==> src/lq_map.svh <==
`ifndef LQ_MAP_SVH
`define LQ_MAP_SVH
// Framing bytes
`define SOH_BYTE          8'h01
`define ETX_BYTE          8'h03
`define REPLY_START       8'h81
// Command and response codes
`define CMD_PROTECT_QRY   8'h73
`define CMD_AUTH_QRY      8'h75
`define RES_PROTECT_ERR   8'hF3
`define RES_AUTH_ERR      8'hF5
`define QUERY_LEN         16'h0001
`define OK_LEN_LOW        8'h02
`define ERR_LEN_LOW       8'h0A
`define OK_BYTES          4'h7
`define ERR_BYTES         4'hF
// Status codes
`define STS_PACKET_ERR    8'hC1
`define STS_CHECKSUM_ERR  8'hC2
`define STS_ACCEPT_ERR    8'hC3
`define UNUSED_BYTE       8'hFF
// Level and lifecycle codes, reset values
`define LIFECYCLE_RMA     8'h07
`define PROTECT_RESET     8'h04
`define AUTH_RESET        8'h04
`define LIFECYCLE_RESET   8'h04
// Register offsets and fields
`define ADDR_STATUS       4'h0
`define ADDR_MASK         4'h4
`define ADDR_LEVEL        4'h8
`define ADDR_CTRL         4'hC
`define EV_OK_BIT         0
`define EV_ERR_BIT        1
`define EV_ERASE_BIT      2
`define PROT_LSB          0
`define AUTH_LSB          8
`define LIFE_LSB          16
`define CTRL_ENC_BIT      0
`endif

==> src/level_query_pkg.sv <==
`default_nettype none
package level_query_pkg;
  typedef struct packed {
    logic       valid;
    logic [7:0] data;
  } byte_beat_type;
  typedef struct packed {
    logic [7:0]  cmd;
    logic [15:0] len;
    logic        etx_ok;
    logic        sum_ok;
    logic        fmt_ok;
  } rx_result_type;
  typedef struct packed {
    logic       is_err;
    logic [7:0] res;
    logic [7:0] value;
  } reply_req_type;
  typedef struct packed {
    logic       valid;
    logic       key_ok;
    logic       to_lifecycle;
    logic [7:0] target;
  } auth_req_type;
  typedef struct packed {
    logic start;
    logic ignore_bps;
    logic ignore_sec_bps;
  } erase_cmd_type;
  typedef enum logic [2:0] {
    RX_IDLE = 3'b000, RX_LEN_HI = 3'b001, RX_LEN_LO = 3'b011,
    RX_BODY = 3'b010, RX_SUM = 3'b110, RX_ETX = 3'b111
  } rx_state_type;
  function automatic logic [7:0] add8(input logic [7:0] a,
                                      input logic [7:0] b);
    add8 = a + b;
  endfunction
endpackage
`default_nettype wire

==> src/packet_rx.sv <==
`timescale 1ns/1ns
`default_nettype none
`include "lq_map.svh"
module packet_rx (
  input  wire logic                          clk_sys,
  input  wire logic                          rst_n,
  input  wire level_query_pkg::byte_beat_type rx_in,
  output logic                               done,
  output level_query_pkg::rx_result_type     result
);
  level_query_pkg::rx_state_type state_reg;
  logic [15:0] len_reg;
  logic [15:0] cnt_reg;
  logic [7:0]  acc_reg;
  logic [7:0]  cmd_reg;
  logic [7:0]  d;
  assign d = rx_in.data;

  always_ff @(posedge clk_sys or negedge rst_n) begin
    if (!rst_n) begin
      state_reg <= level_query_pkg::RX_IDLE;
      len_reg   <= 16'h0000;
      cnt_reg   <= 16'h0000;
      acc_reg   <= 8'h00;
      cmd_reg   <= 8'h00;
      done      <= 1'b0;
      result    <= '0;
    end else begin
      done <= 1'b0;
      if (rx_in.valid) begin
        case (state_reg)
          level_query_pkg::RX_IDLE: begin
            if (d == `SOH_BYTE)
              state_reg <= level_query_pkg::RX_LEN_HI;
          end
          level_query_pkg::RX_LEN_HI: begin
            len_reg[15:8] <= d;
            acc_reg       <= d;
            cmd_reg       <= 8'h00;
            state_reg     <= level_query_pkg::RX_LEN_LO;
          end
          level_query_pkg::RX_LEN_LO: begin
            len_reg[7:0] <= d;
            acc_reg      <= level_query_pkg::add8(acc_reg, d);
            cnt_reg      <= 16'h0000;
            // An empty body goes straight to the checksum byte
            state_reg <= ({len_reg[15:8], d} == 16'h0000) ?
                         level_query_pkg::RX_SUM : level_query_pkg::RX_BODY;
          end
          level_query_pkg::RX_BODY: begin
            if (cnt_reg == 16'h0000)
              cmd_reg <= d;
            acc_reg <= level_query_pkg::add8(acc_reg, d);
            cnt_reg <= cnt_reg + 16'h0001;
            if (cnt_reg + 16'h0001 == len_reg)
              state_reg <= level_query_pkg::RX_SUM;
          end
          level_query_pkg::RX_SUM: begin
            acc_reg   <= level_query_pkg::add8(acc_reg, d);
            state_reg <= level_query_pkg::RX_ETX;
          end
          level_query_pkg::RX_ETX: begin
            done          <= 1'b1;
            result.cmd    <= cmd_reg;
            result.len    <= len_reg;
            result.etx_ok <= (d == `ETX_BYTE);
            result.sum_ok <= (acc_reg == 8'h00);
            result.fmt_ok <= (len_reg != 16'h0000);
            state_reg     <= level_query_pkg::RX_IDLE;
          end
          default: state_reg <= level_query_pkg::RX_IDLE;
        endcase
      end
    end
  end
endmodule
`default_nettype wire

==> src/reply_tx.sv <==
`timescale 1ns/1ns
`default_nettype none
`include "lq_map.svh"
module reply_tx (
  input  wire logic                          clk_sys,
  input  wire logic                          rst_n,
  input  wire logic                          start,
  input  wire level_query_pkg::reply_req_type req,
  input  wire logic                          tx_ready,
  output level_query_pkg::byte_beat_type     tx_out,
  output logic                               busy
);
  level_query_pkg::reply_req_type req_reg;
  logic [3:0] idx_reg;
  logic [7:0] acc_reg;
  logic [3:0] last_idx;
  logic [7:0] acc_next;
  logic [7:0] next_byte;

  function automatic logic [7:0] byte_at(
      input level_query_pkg::reply_req_type r, input logic [3:0] i,
      input logic [3:0] last);
    case (i)
      4'h0: byte_at = `REPLY_START;
      4'h1: byte_at = 8'h00;
      4'h2: byte_at = r.is_err ? `ERR_LEN_LOW : `OK_LEN_LOW;
      4'h3: byte_at = r.res;
      4'h4: byte_at = r.value;
      default: byte_at = (i == last) ? `ETX_BYTE : `UNUSED_BYTE;
    endcase
  endfunction

  assign busy     = tx_out.valid;
  assign last_idx = req_reg.is_err ? `ERR_BYTES - 4'h1 : `OK_BYTES - 4'h1;
  // Bytes from the length high byte up to the last data byte are summed
  assign acc_next = (idx_reg != 4'h0 && idx_reg < last_idx - 4'h1) ?
                    level_query_pkg::add8(acc_reg, tx_out.data) : acc_reg;
  assign next_byte = (idx_reg + 4'h1 == last_idx - 4'h1) ?
                     8'h00 - acc_next :
                     byte_at(req_reg, idx_reg + 4'h1, last_idx);

  always_ff @(posedge clk_sys or negedge rst_n) begin
    if (!rst_n) begin
      req_reg <= '0;
      idx_reg <= 4'h0;
      acc_reg <= 8'h00;
      tx_out  <= '0;
    end else if (start && !tx_out.valid) begin
      req_reg     <= req;
      idx_reg     <= 4'h0;
      acc_reg     <= 8'h00;
      tx_out.valid <= 1'b1;
      tx_out.data <= `REPLY_START;
    end else if (tx_out.valid && tx_ready) begin
      if (idx_reg == last_idx) begin
        tx_out.valid <= 1'b0;
      end else begin
        idx_reg     <= idx_reg + 4'h1;
        acc_reg     <= acc_next;
        tx_out.data <= next_byte;
      end
    end
  end
endmodule
`default_nettype wire

==> src/level_query_cmd_handler.sv <==
// Decided for this implementation: the address-and-strobe port and the address map.
`timescale 1ns/1ns
`default_nettype none
`include "lq_map.svh"
module level_query_cmd_handler (
  input  wire logic                          clk_sys,
  input  wire logic                          rst_n,
  input  wire level_query_pkg::byte_beat_type rx_in,
  input  wire logic                          tx_ready,
  output level_query_pkg::byte_beat_type     tx_out,
  input  wire logic [3:0]                    addr,
  input  wire logic [31:0]                   wdata,
  input  wire logic                          wr,
  input  wire logic                          rd,
  output logic [31:0]                        rdata,
  input  wire level_query_pkg::auth_req_type  auth_req,
  output level_query_pkg::erase_cmd_type     erase_cmd,
  output logic                               irq
);
  logic                           rx_done;
  level_query_pkg::rx_result_type rx_res;
  logic                           tx_busy;

  logic [7:0]  protect_level_reg;
  logic [7:0]  auth_level_reg;
  logic [7:0]  lifecycle_state_reg;
  logic        enc_pending_reg;
  logic [2:0]  status_reg;
  logic [2:0]  status_next;
  logic [2:0]  mask_reg;
  logic [2:0]  mask_next;
  logic [2:0]  events;

  logic                           reply_start_reg;
  level_query_pkg::reply_req_type reply_reg;
  level_query_pkg::reply_req_type reply_next;

  logic       is_protect_qry;
  logic       is_query;
  logic       take;
  logic       has_error;
  logic [7:0] status_code;
  logic       rma_entry;

  packet_rx u_rx (
    .clk_sys (clk_sys),
    .rst_n   (rst_n),
    .rx_in   (rx_in),
    .done    (rx_done),
    .result  (rx_res)
  );

  reply_tx u_tx (
    .clk_sys  (clk_sys),
    .rst_n    (rst_n),
    .start    (reply_start_reg),
    .req      (reply_reg),
    .tx_ready (tx_ready),
    .tx_out   (tx_out),
    .busy     (tx_busy)
  );

  // Only the two level queries are answered here; any other command
  // code, or an empty body, is left for the other command handlers.
  assign is_protect_qry = rx_res.cmd == `CMD_PROTECT_QRY;
  assign is_query       = is_protect_qry ||
                          rx_res.cmd == `CMD_AUTH_QRY;
  // A query finishing while a reply is still going out is dropped:
  // the host waits for each answer before its next command.
  assign take = rx_done && is_query && !tx_busy;

  always_comb begin
    has_error   = 1'b1;
    status_code = `STS_PACKET_ERR;
    if (!rx_res.etx_ok) begin
      status_code = `STS_PACKET_ERR;
    end else if (!rx_res.sum_ok) begin
      status_code = `STS_CHECKSUM_ERR;
    end else if (!rx_res.fmt_ok) begin
      status_code = `STS_PACKET_ERR;
    end else if (rx_res.len != `QUERY_LEN) begin
      status_code = `STS_PACKET_ERR;
    end else if (enc_pending_reg) begin
      status_code = `STS_ACCEPT_ERR;
    end else begin
      has_error = 1'b0;
    end
  end

  always_comb begin
    reply_next = '0;
    reply_next.is_err = has_error;
    if (has_error) begin
      reply_next.res   = is_protect_qry ? `RES_PROTECT_ERR
                                        : `RES_AUTH_ERR;
      reply_next.value = status_code;
    end else begin
      reply_next.res   = rx_res.cmd;
      reply_next.value = is_protect_qry ? protect_level_reg
                                        : auth_level_reg;
    end
  end

  always_ff @(posedge clk_sys or negedge rst_n) begin
    if (!rst_n) begin
      reply_start_reg <= 1'b0;
      reply_reg       <= '0;
    end else begin
      reply_start_reg <= take;
      if (take)
        reply_reg <= reply_next;
    end
  end

  // Levels change only through authentication or a software write;
  // a query, good or bad, never touches them.
  always_ff @(posedge clk_sys or negedge rst_n) begin
    if (!rst_n) begin
      protect_level_reg <= `PROTECT_RESET;
    end else if (wr && addr == `ADDR_LEVEL) begin
      protect_level_reg <= wdata[`PROT_LSB +: 8];
    end
  end

  assign rma_entry = auth_req.valid && auth_req.key_ok &&
                     auth_req.to_lifecycle &&
                     auth_req.target == `LIFECYCLE_RMA;

  always_ff @(posedge clk_sys or negedge rst_n) begin
    if (!rst_n) begin
      auth_level_reg      <= `AUTH_RESET;
      lifecycle_state_reg <= `LIFECYCLE_RESET;
    end else if (auth_req.valid && auth_req.key_ok) begin
      if (auth_req.to_lifecycle)
        lifecycle_state_reg <= auth_req.target;
      else
        auth_level_reg <= auth_req.target;
    end
  end

  always_ff @(posedge clk_sys or negedge rst_n) begin
    if (!rst_n) begin
      erase_cmd <= '0;
    end else begin
      erase_cmd.start          <= rma_entry;
      erase_cmd.ignore_bps     <= rma_entry;
      erase_cmd.ignore_sec_bps <= rma_entry;
    end
  end

  // Flag can only be cleared by a device reset, never by software
  always_ff @(posedge clk_sys or negedge rst_n) begin
    if (!rst_n) begin
      enc_pending_reg <= 1'b0;
    end else if (wr && addr == `ADDR_CTRL && wdata[`CTRL_ENC_BIT]) begin
      enc_pending_reg <= 1'b1;
    end
  end

  always_comb begin
    events = 3'h0;
    events[`EV_OK_BIT]    = take && !has_error;
    events[`EV_ERR_BIT]   = take && has_error;
    events[`EV_ERASE_BIT] = rma_entry;
  end

  // New mask counts at once, so irq never lags a mask write
  always_comb begin
    mask_next = mask_reg;
    if (wr && addr == `ADDR_MASK)
      mask_next = wdata[2:0];
  end

  // Read clears, but an event in the same cycle still lands
  always_comb begin
    status_next = status_reg;
    if (rd && addr == `ADDR_STATUS)
      status_next = 3'h0;
    status_next = status_next | events;
  end

  always_ff @(posedge clk_sys or negedge rst_n) begin
    if (!rst_n) begin
      status_reg <= 3'h0;
    end else begin
      status_reg <= status_next;
    end
  end

  always_ff @(posedge clk_sys or negedge rst_n) begin
    if (!rst_n) begin
      mask_reg <= 3'h0;
    end else begin
      mask_reg <= mask_next;
    end
  end

  always_ff @(posedge clk_sys or negedge rst_n) begin
    if (!rst_n) begin
      irq <= 1'b0;
    end else begin
      irq <= |(status_next & mask_next);
    end
  end

  always_ff @(posedge clk_sys or negedge rst_n) begin
    if (!rst_n) begin
      rdata <= 32'h0000_0000;
    end else begin
      rdata <= 32'h0000_0000;
      if (rd) begin
        case (addr)
          `ADDR_STATUS: rdata <= {29'h0000_0000, status_reg};
          `ADDR_MASK:   rdata <= {29'h0000_0000, mask_reg};
          `ADDR_LEVEL:  rdata <= {8'h00, lifecycle_state_reg,
                                  auth_level_reg, protect_level_reg};
          `ADDR_CTRL:   rdata <= {31'h0000_0000, enc_pending_reg};
          default:      rdata <= 32'h0000_0000;
        endcase
      end
    end
  end
endmodule
`default_nettype wire

==> config.mk <==
export PLATFORM = sky130hd
export DESIGN_NAME = level_query_cmd_handler
export DESIGN_NICKNAME = d
export VERILOG_FILES = /design/src/level_query_pkg.sv /design/src/packet_rx.sv /design/src/reply_tx.sv /design/src/level_query_cmd_handler.sv
export VERILOG_INCLUDE_DIRS = /design/src
export SDC_FILE = /design/constraint.sdc
export NUM_CORES = 1
export LEC_CHECK = 0
export ABC_AREA = 0
export BUFFER_PORTS_ARGS = -buffer_cell sky130_fd_sc_hd__buf_2
export CORE_MARGIN = 8
export CORE_UTILIZATION = 53
export CTS_CLUSTER_SIZE = 24
export DETAILED_ROUTE_END_ITERATION = 10
export PLACE_DENSITY = 0.76
export SLEW_MARGIN = 15
export SYNTH_ARGS = -nofsm -noshare
export SYNTH_HDL_FRONTEND = slang
export SYNTH_SLANG_ARGS = --single-unit
==> constraint.sdc <==
create_clock -name clk_sys -period 2.9 [get_ports clk_sys]
set_clock_uncertainty 0.2 [all_clocks]
set_input_delay 0.29 -clock clk_sys [delete_from_list [all_inputs] [get_ports clk_sys]]
set_output_delay 0.29 -clock clk_sys [all_outputs]
set_load 0.02 [all_outputs]
==> metrics.md <==
| Metric | Value |
|---|---|
| Max incr delay on CP | `0.58 ns` |
| Crit path max-delay family | `buffers and inverters` |
| Final slew viol count | `0` |
| Routability cong. | `0.920` |
| FF/Latch Area | `a little under 0.005 mm2` |
| Row cnt | `between 40 and 50` |
| I/O Buffers | `73` |
| Crit Path Category | `input port to flip-flop` |
| Met1 usage | `25.8%` |
| Reg2Reg Capture Point | `u_tx.tx_out[6]$_DFFE_PN0P_` |
| Die width | `151 um` |
| Drt total wl | `around 22 mm` |
| Die height | `151 um` |
| Seq/Total Area, Yosys | `49.5%` |
| Multi-input gate area | `0.00454 mm2` |
| Detailed Routing Iterations Pass 1 | `5` |
| Critical Path Fanout Max | `4` |
| Largest net degree at the start of global routing | `83` |
| DIE AREA | `0.0229 mm2` |
| Longest Clk Path Bufs | `2` |
| Detailed placement HPWL | `between 15 and 20 mm` |
| Reg2reg setup slack | `0.19 ns` |
| RR Startpoint | `u_tx.req_reg[16]$_DFFE_PN0P_` |
| Seq cells post-synth | `roughly 190` |
| Layout cells sized above 1 | `approximately 18%` |
| Remaining antenna violation count | `0` |
| GRT Residual Overflow | `0` |
| Critical Path RT | `between 3 and 4 ns` |
| Met2 GRT Util | `34.1%` |
| Comb pwr share | `20.9%` |
| Most flop-heavy register | `u_rx.result` |
| CTS tree | `built` |
| Gr usage total | `20.1%` |
| Relative slew slack | `between 20% and 30%` |
| Met3 usage in global routing | `3.65%` |
| Status | `finished clean` |
| Initial DRC count | `490` |
| Vias/cell | `between 5 and 6` |
| Antenna violations before repair | `0` |
| YS warnings | `0` |
| Crit path launch type | `input port` |
| Worst-path cell chain | `dlygate4sd3_1 > buf_2 > nor2_1 > dlygate4sd3_1 > nand2_1 > or3_1 > nand2_1 > o21ai_0 > a222oi_1 > inv_1` |
| Number of fill cells | `1,416` |
| Cell Int Power | `4.79 mW` |
| Regs by FF count | `u_rx.result: 27 flops, rdata: 24 flops` |
| Syn avg cell area | `9.66 um2` |
| Most frequent cells in the layout | `dfrtp_1, nand2_1, o21ai_0` |
| Clock sinks | `192` |
| Clk slew on worst S/H paths | `0.07 ns` |
| Most common cell after layout, fill and taps aside | `dfrtp_1` |
| Hold Crit Depth | `3` |
| IO Count | `106` |
| Layout area overhead | `15.0%` |
| Cts bufs inserted | `17` |
| Worst-Skew Late Latency | `0.44 ns` |
| Fin area | `0.0112 mm2` |
| Register share of total power | `46.8%` |
| Peak supply drop | `about 0.00050 V` |
| Clock Power Share | `32.3%` |
| Core area | `0.0180 mm2` |
| Hold WC Path Type | `input port to flip-flop` |
| Max-cap check violation count | `0` |
| Worst reg-to-reg path cell count | `10` |
| Hold_ws | `0.0109 ns` |
| F_max | `362 MHz` |
| Setup repair bufs after CTS | `0` |
| Setup ws final | `around 0.14 ns` |
| Hold_sp | `rx_in[0]` |
| Gr busiest metal | `met2` |
| Setup violations, final | `0` |
| Vias in the first global route | `between 7,000 and 8,000` |
| Number of synthesized flops with an enable pin | `0` |
| Synth Instances | `1,006` |
| Net load switching power | `2.24 mW` |
| Main synth FF type | `dfrtp_1` |
| P_leak | `5.36 nW` |
| CP Capture Type | `flip-flop` |
| Hold Crit Endpoint | `u_rx.len_reg[8]$_DFFE_PN0P_` |
| RSZ-0062 raised after global routing | `no` |
| Dpl ws | `0.0682 ns` |
| Crit path depth | `10` |
| Synth Cell Area | `0.00971 mm2` |
| Final period utilization | `95.3%` |
| Worst Path Arrival | `about 2.9 ns` |
| Async set-or-reset flop fraction in the synthesized netlist | `100%` |
| Ant diodes | `0` |
| H-tree depth | `4` |
| Initial Utilization | `between 50% and 60%` |
| Tmin final | `about 2.8 ns` |
| WP buf/inv | `4` |
| Setup tns final | `0 ns` |
| Fin. Hold Viols | `0` |
| DRC | `0` |
| Tightest Pin Transition | `between 1 and 1.5 ns` |
| First-pass GRT wire length | `37.1 mm` |
| Unique masters post-synth | `72` |
| Slowest stage cell, crit path | `dlygate4sd3_1` |
| Placed cell areas | `0.0103 mm2` |
| Root buf cell | `clkbuf_16` |
| Max FFs per register | `27` |
| Via Count | `7,560` |
| NumNets Final | `1,184` |
| PwrDens | `629 mW/mm2` |
| WL per Instance | `between 15 and 20 um` |
| Switching Share | `31.9%` |
final cells by class:
| type | instances | area share (%) |
|---|---|---|
| clock buffer | 17 | 3.81 |
| clock inverter | 15 | 1.34 |
| inverter | 25 | 0.840 |
| multi-input combinational | 732 | 40.7 |
| sequential | 192 | 43.0 |
| tap | 229 | 2.56 |
| timing repair buffer | 128 | 7.76 |
per-stage QoR:
stage	cells	utilization [%]	power, mW
floorplan	1013	-	4.36
global placement	1279	57.5	4.70
detailed placement	1279	57.5	4.75
CTS	1338	62.2	7.04
global route	1338	62.2	7.40
finish	1338	62.2	7.03
timing repair:
action	4_1_cts	5_1_grt
resized for setup	0	1
hold buffers	27	0
endpoints found under the setup margin	0	3
endpoints found under the hold margin	114	0
cells by family after synthesis:
logic type               synth area share [%]
flip-flops                               49.5
AND/OR/NAND/NOR                          20.7
multiplexers                             7.30
other                                  0.0386
AO/OA/AOI/OAI                            11.6
buffers and inverters                    4.04
XOR/XNOR                                 3.16
adder cells (fa/ha/maj)                  3.63
how the worst max path moves through the flow:
stage | startpoint | to | slack [ns]
2_1_floorplan | u_tx.idx_reg[0]$_DFFE_PN0P_ | u_tx.tx_out[6]$_DFFE_PN0P_ | 0.18
5_1_grt | addr[0] | irq$_DFF_PN0_ | 0.001
4_1_cts | u_tx.req_reg[16]$_DFFE_PN0P_ | u_tx.tx_out[6]$_DFFE_PN0P_ | 0.06
3_3_place_gp | u_tx.req_reg[16]$_DFFE_PN0P_ | u_tx.tx_out[6]$_DFFE_PN0P_ | 0.16
3_5_place_dp | u_tx.req_reg[16]$_DFFE_PN0P_ | u_tx.tx_out[6]$_DFFE_PN0P_ | 0.07
6_report | addr[0] | irq$_DFF_PN0_ | 0.14
power groups by stage:
| stage | registers (mW) | logic (mW) | clock network, mW |
|---|---|---|---|
| after detailed placement | 3.33 | 1.42 | 0 |
| final | 3.29 | 1.47 | 2.27 |
| after CTS | 3.28 | 1.46 | 2.30 |
| after global routing | 3.33 | 1.65 | 2.41 |
| after global placement | 3.32 | 1.38 | 0 |
| after floorplan | 3.20 | 1.16 | 0 |
cells in the mapped netlist, types with 4 or more instances:
master / n / area share, %
nand4b_1: 6 / 0.54
xnor2_1: 17 / 1.5
mux2i_1: 18 / 1.9
nand4_1: 13 / 0.84
ha_1: 25 / 3.2
mux2_2: 45 / 5.2
o211ai_1: 4 / 0.31
nand3_1: 32 / 1.6
xor2_1: 18 / 1.6
o31ai_1: 10 / 0.77
a31oi_1: 6 / 0.39
nand3b_1: 4 / 0.31
a21oi_1: 48 / 2.5
o22ai_1: 5 / 0.32
and2_1: 27 / 1.7
a21o_1: 7 / 0.54
a22oi_1: 6 / 0.46
nor2_1: 49 / 1.9
or2_2: 6 / 0.39
o21ai_0: 77 / 4.0
nor3_1: 27 / 1.4
or3_1: 9 / 0.58
inv_1: 24 / 0.93
nand2_1: 175 / 6.8
clkbuf_1: 46 / 1.8
nor4_1: 17 / 1.1
buf_4: 11 / 0.85
nand2b_1: 11 / 0.71
dfrtp_1: 189 / 49
nor2b_1: 7 / 0.45
tightest hold or removal path, delay by kind of cell:
| kind | cells | cell delay [ns] |
|---|---|---|
| buffers and inverters | 1 | 0.17 |
| AO/OA/AOI/OAI | 1 | 0.07 |
| AND/OR/NAND/NOR | 1 | 0.07 |
layer usage:
metal,share of wire (%),wire length (um)
met5,0,0
met4,1.5,328
met3,3.8,858
met2,51,11400
met1,44,9890
(Power assumes the default switching activity.)
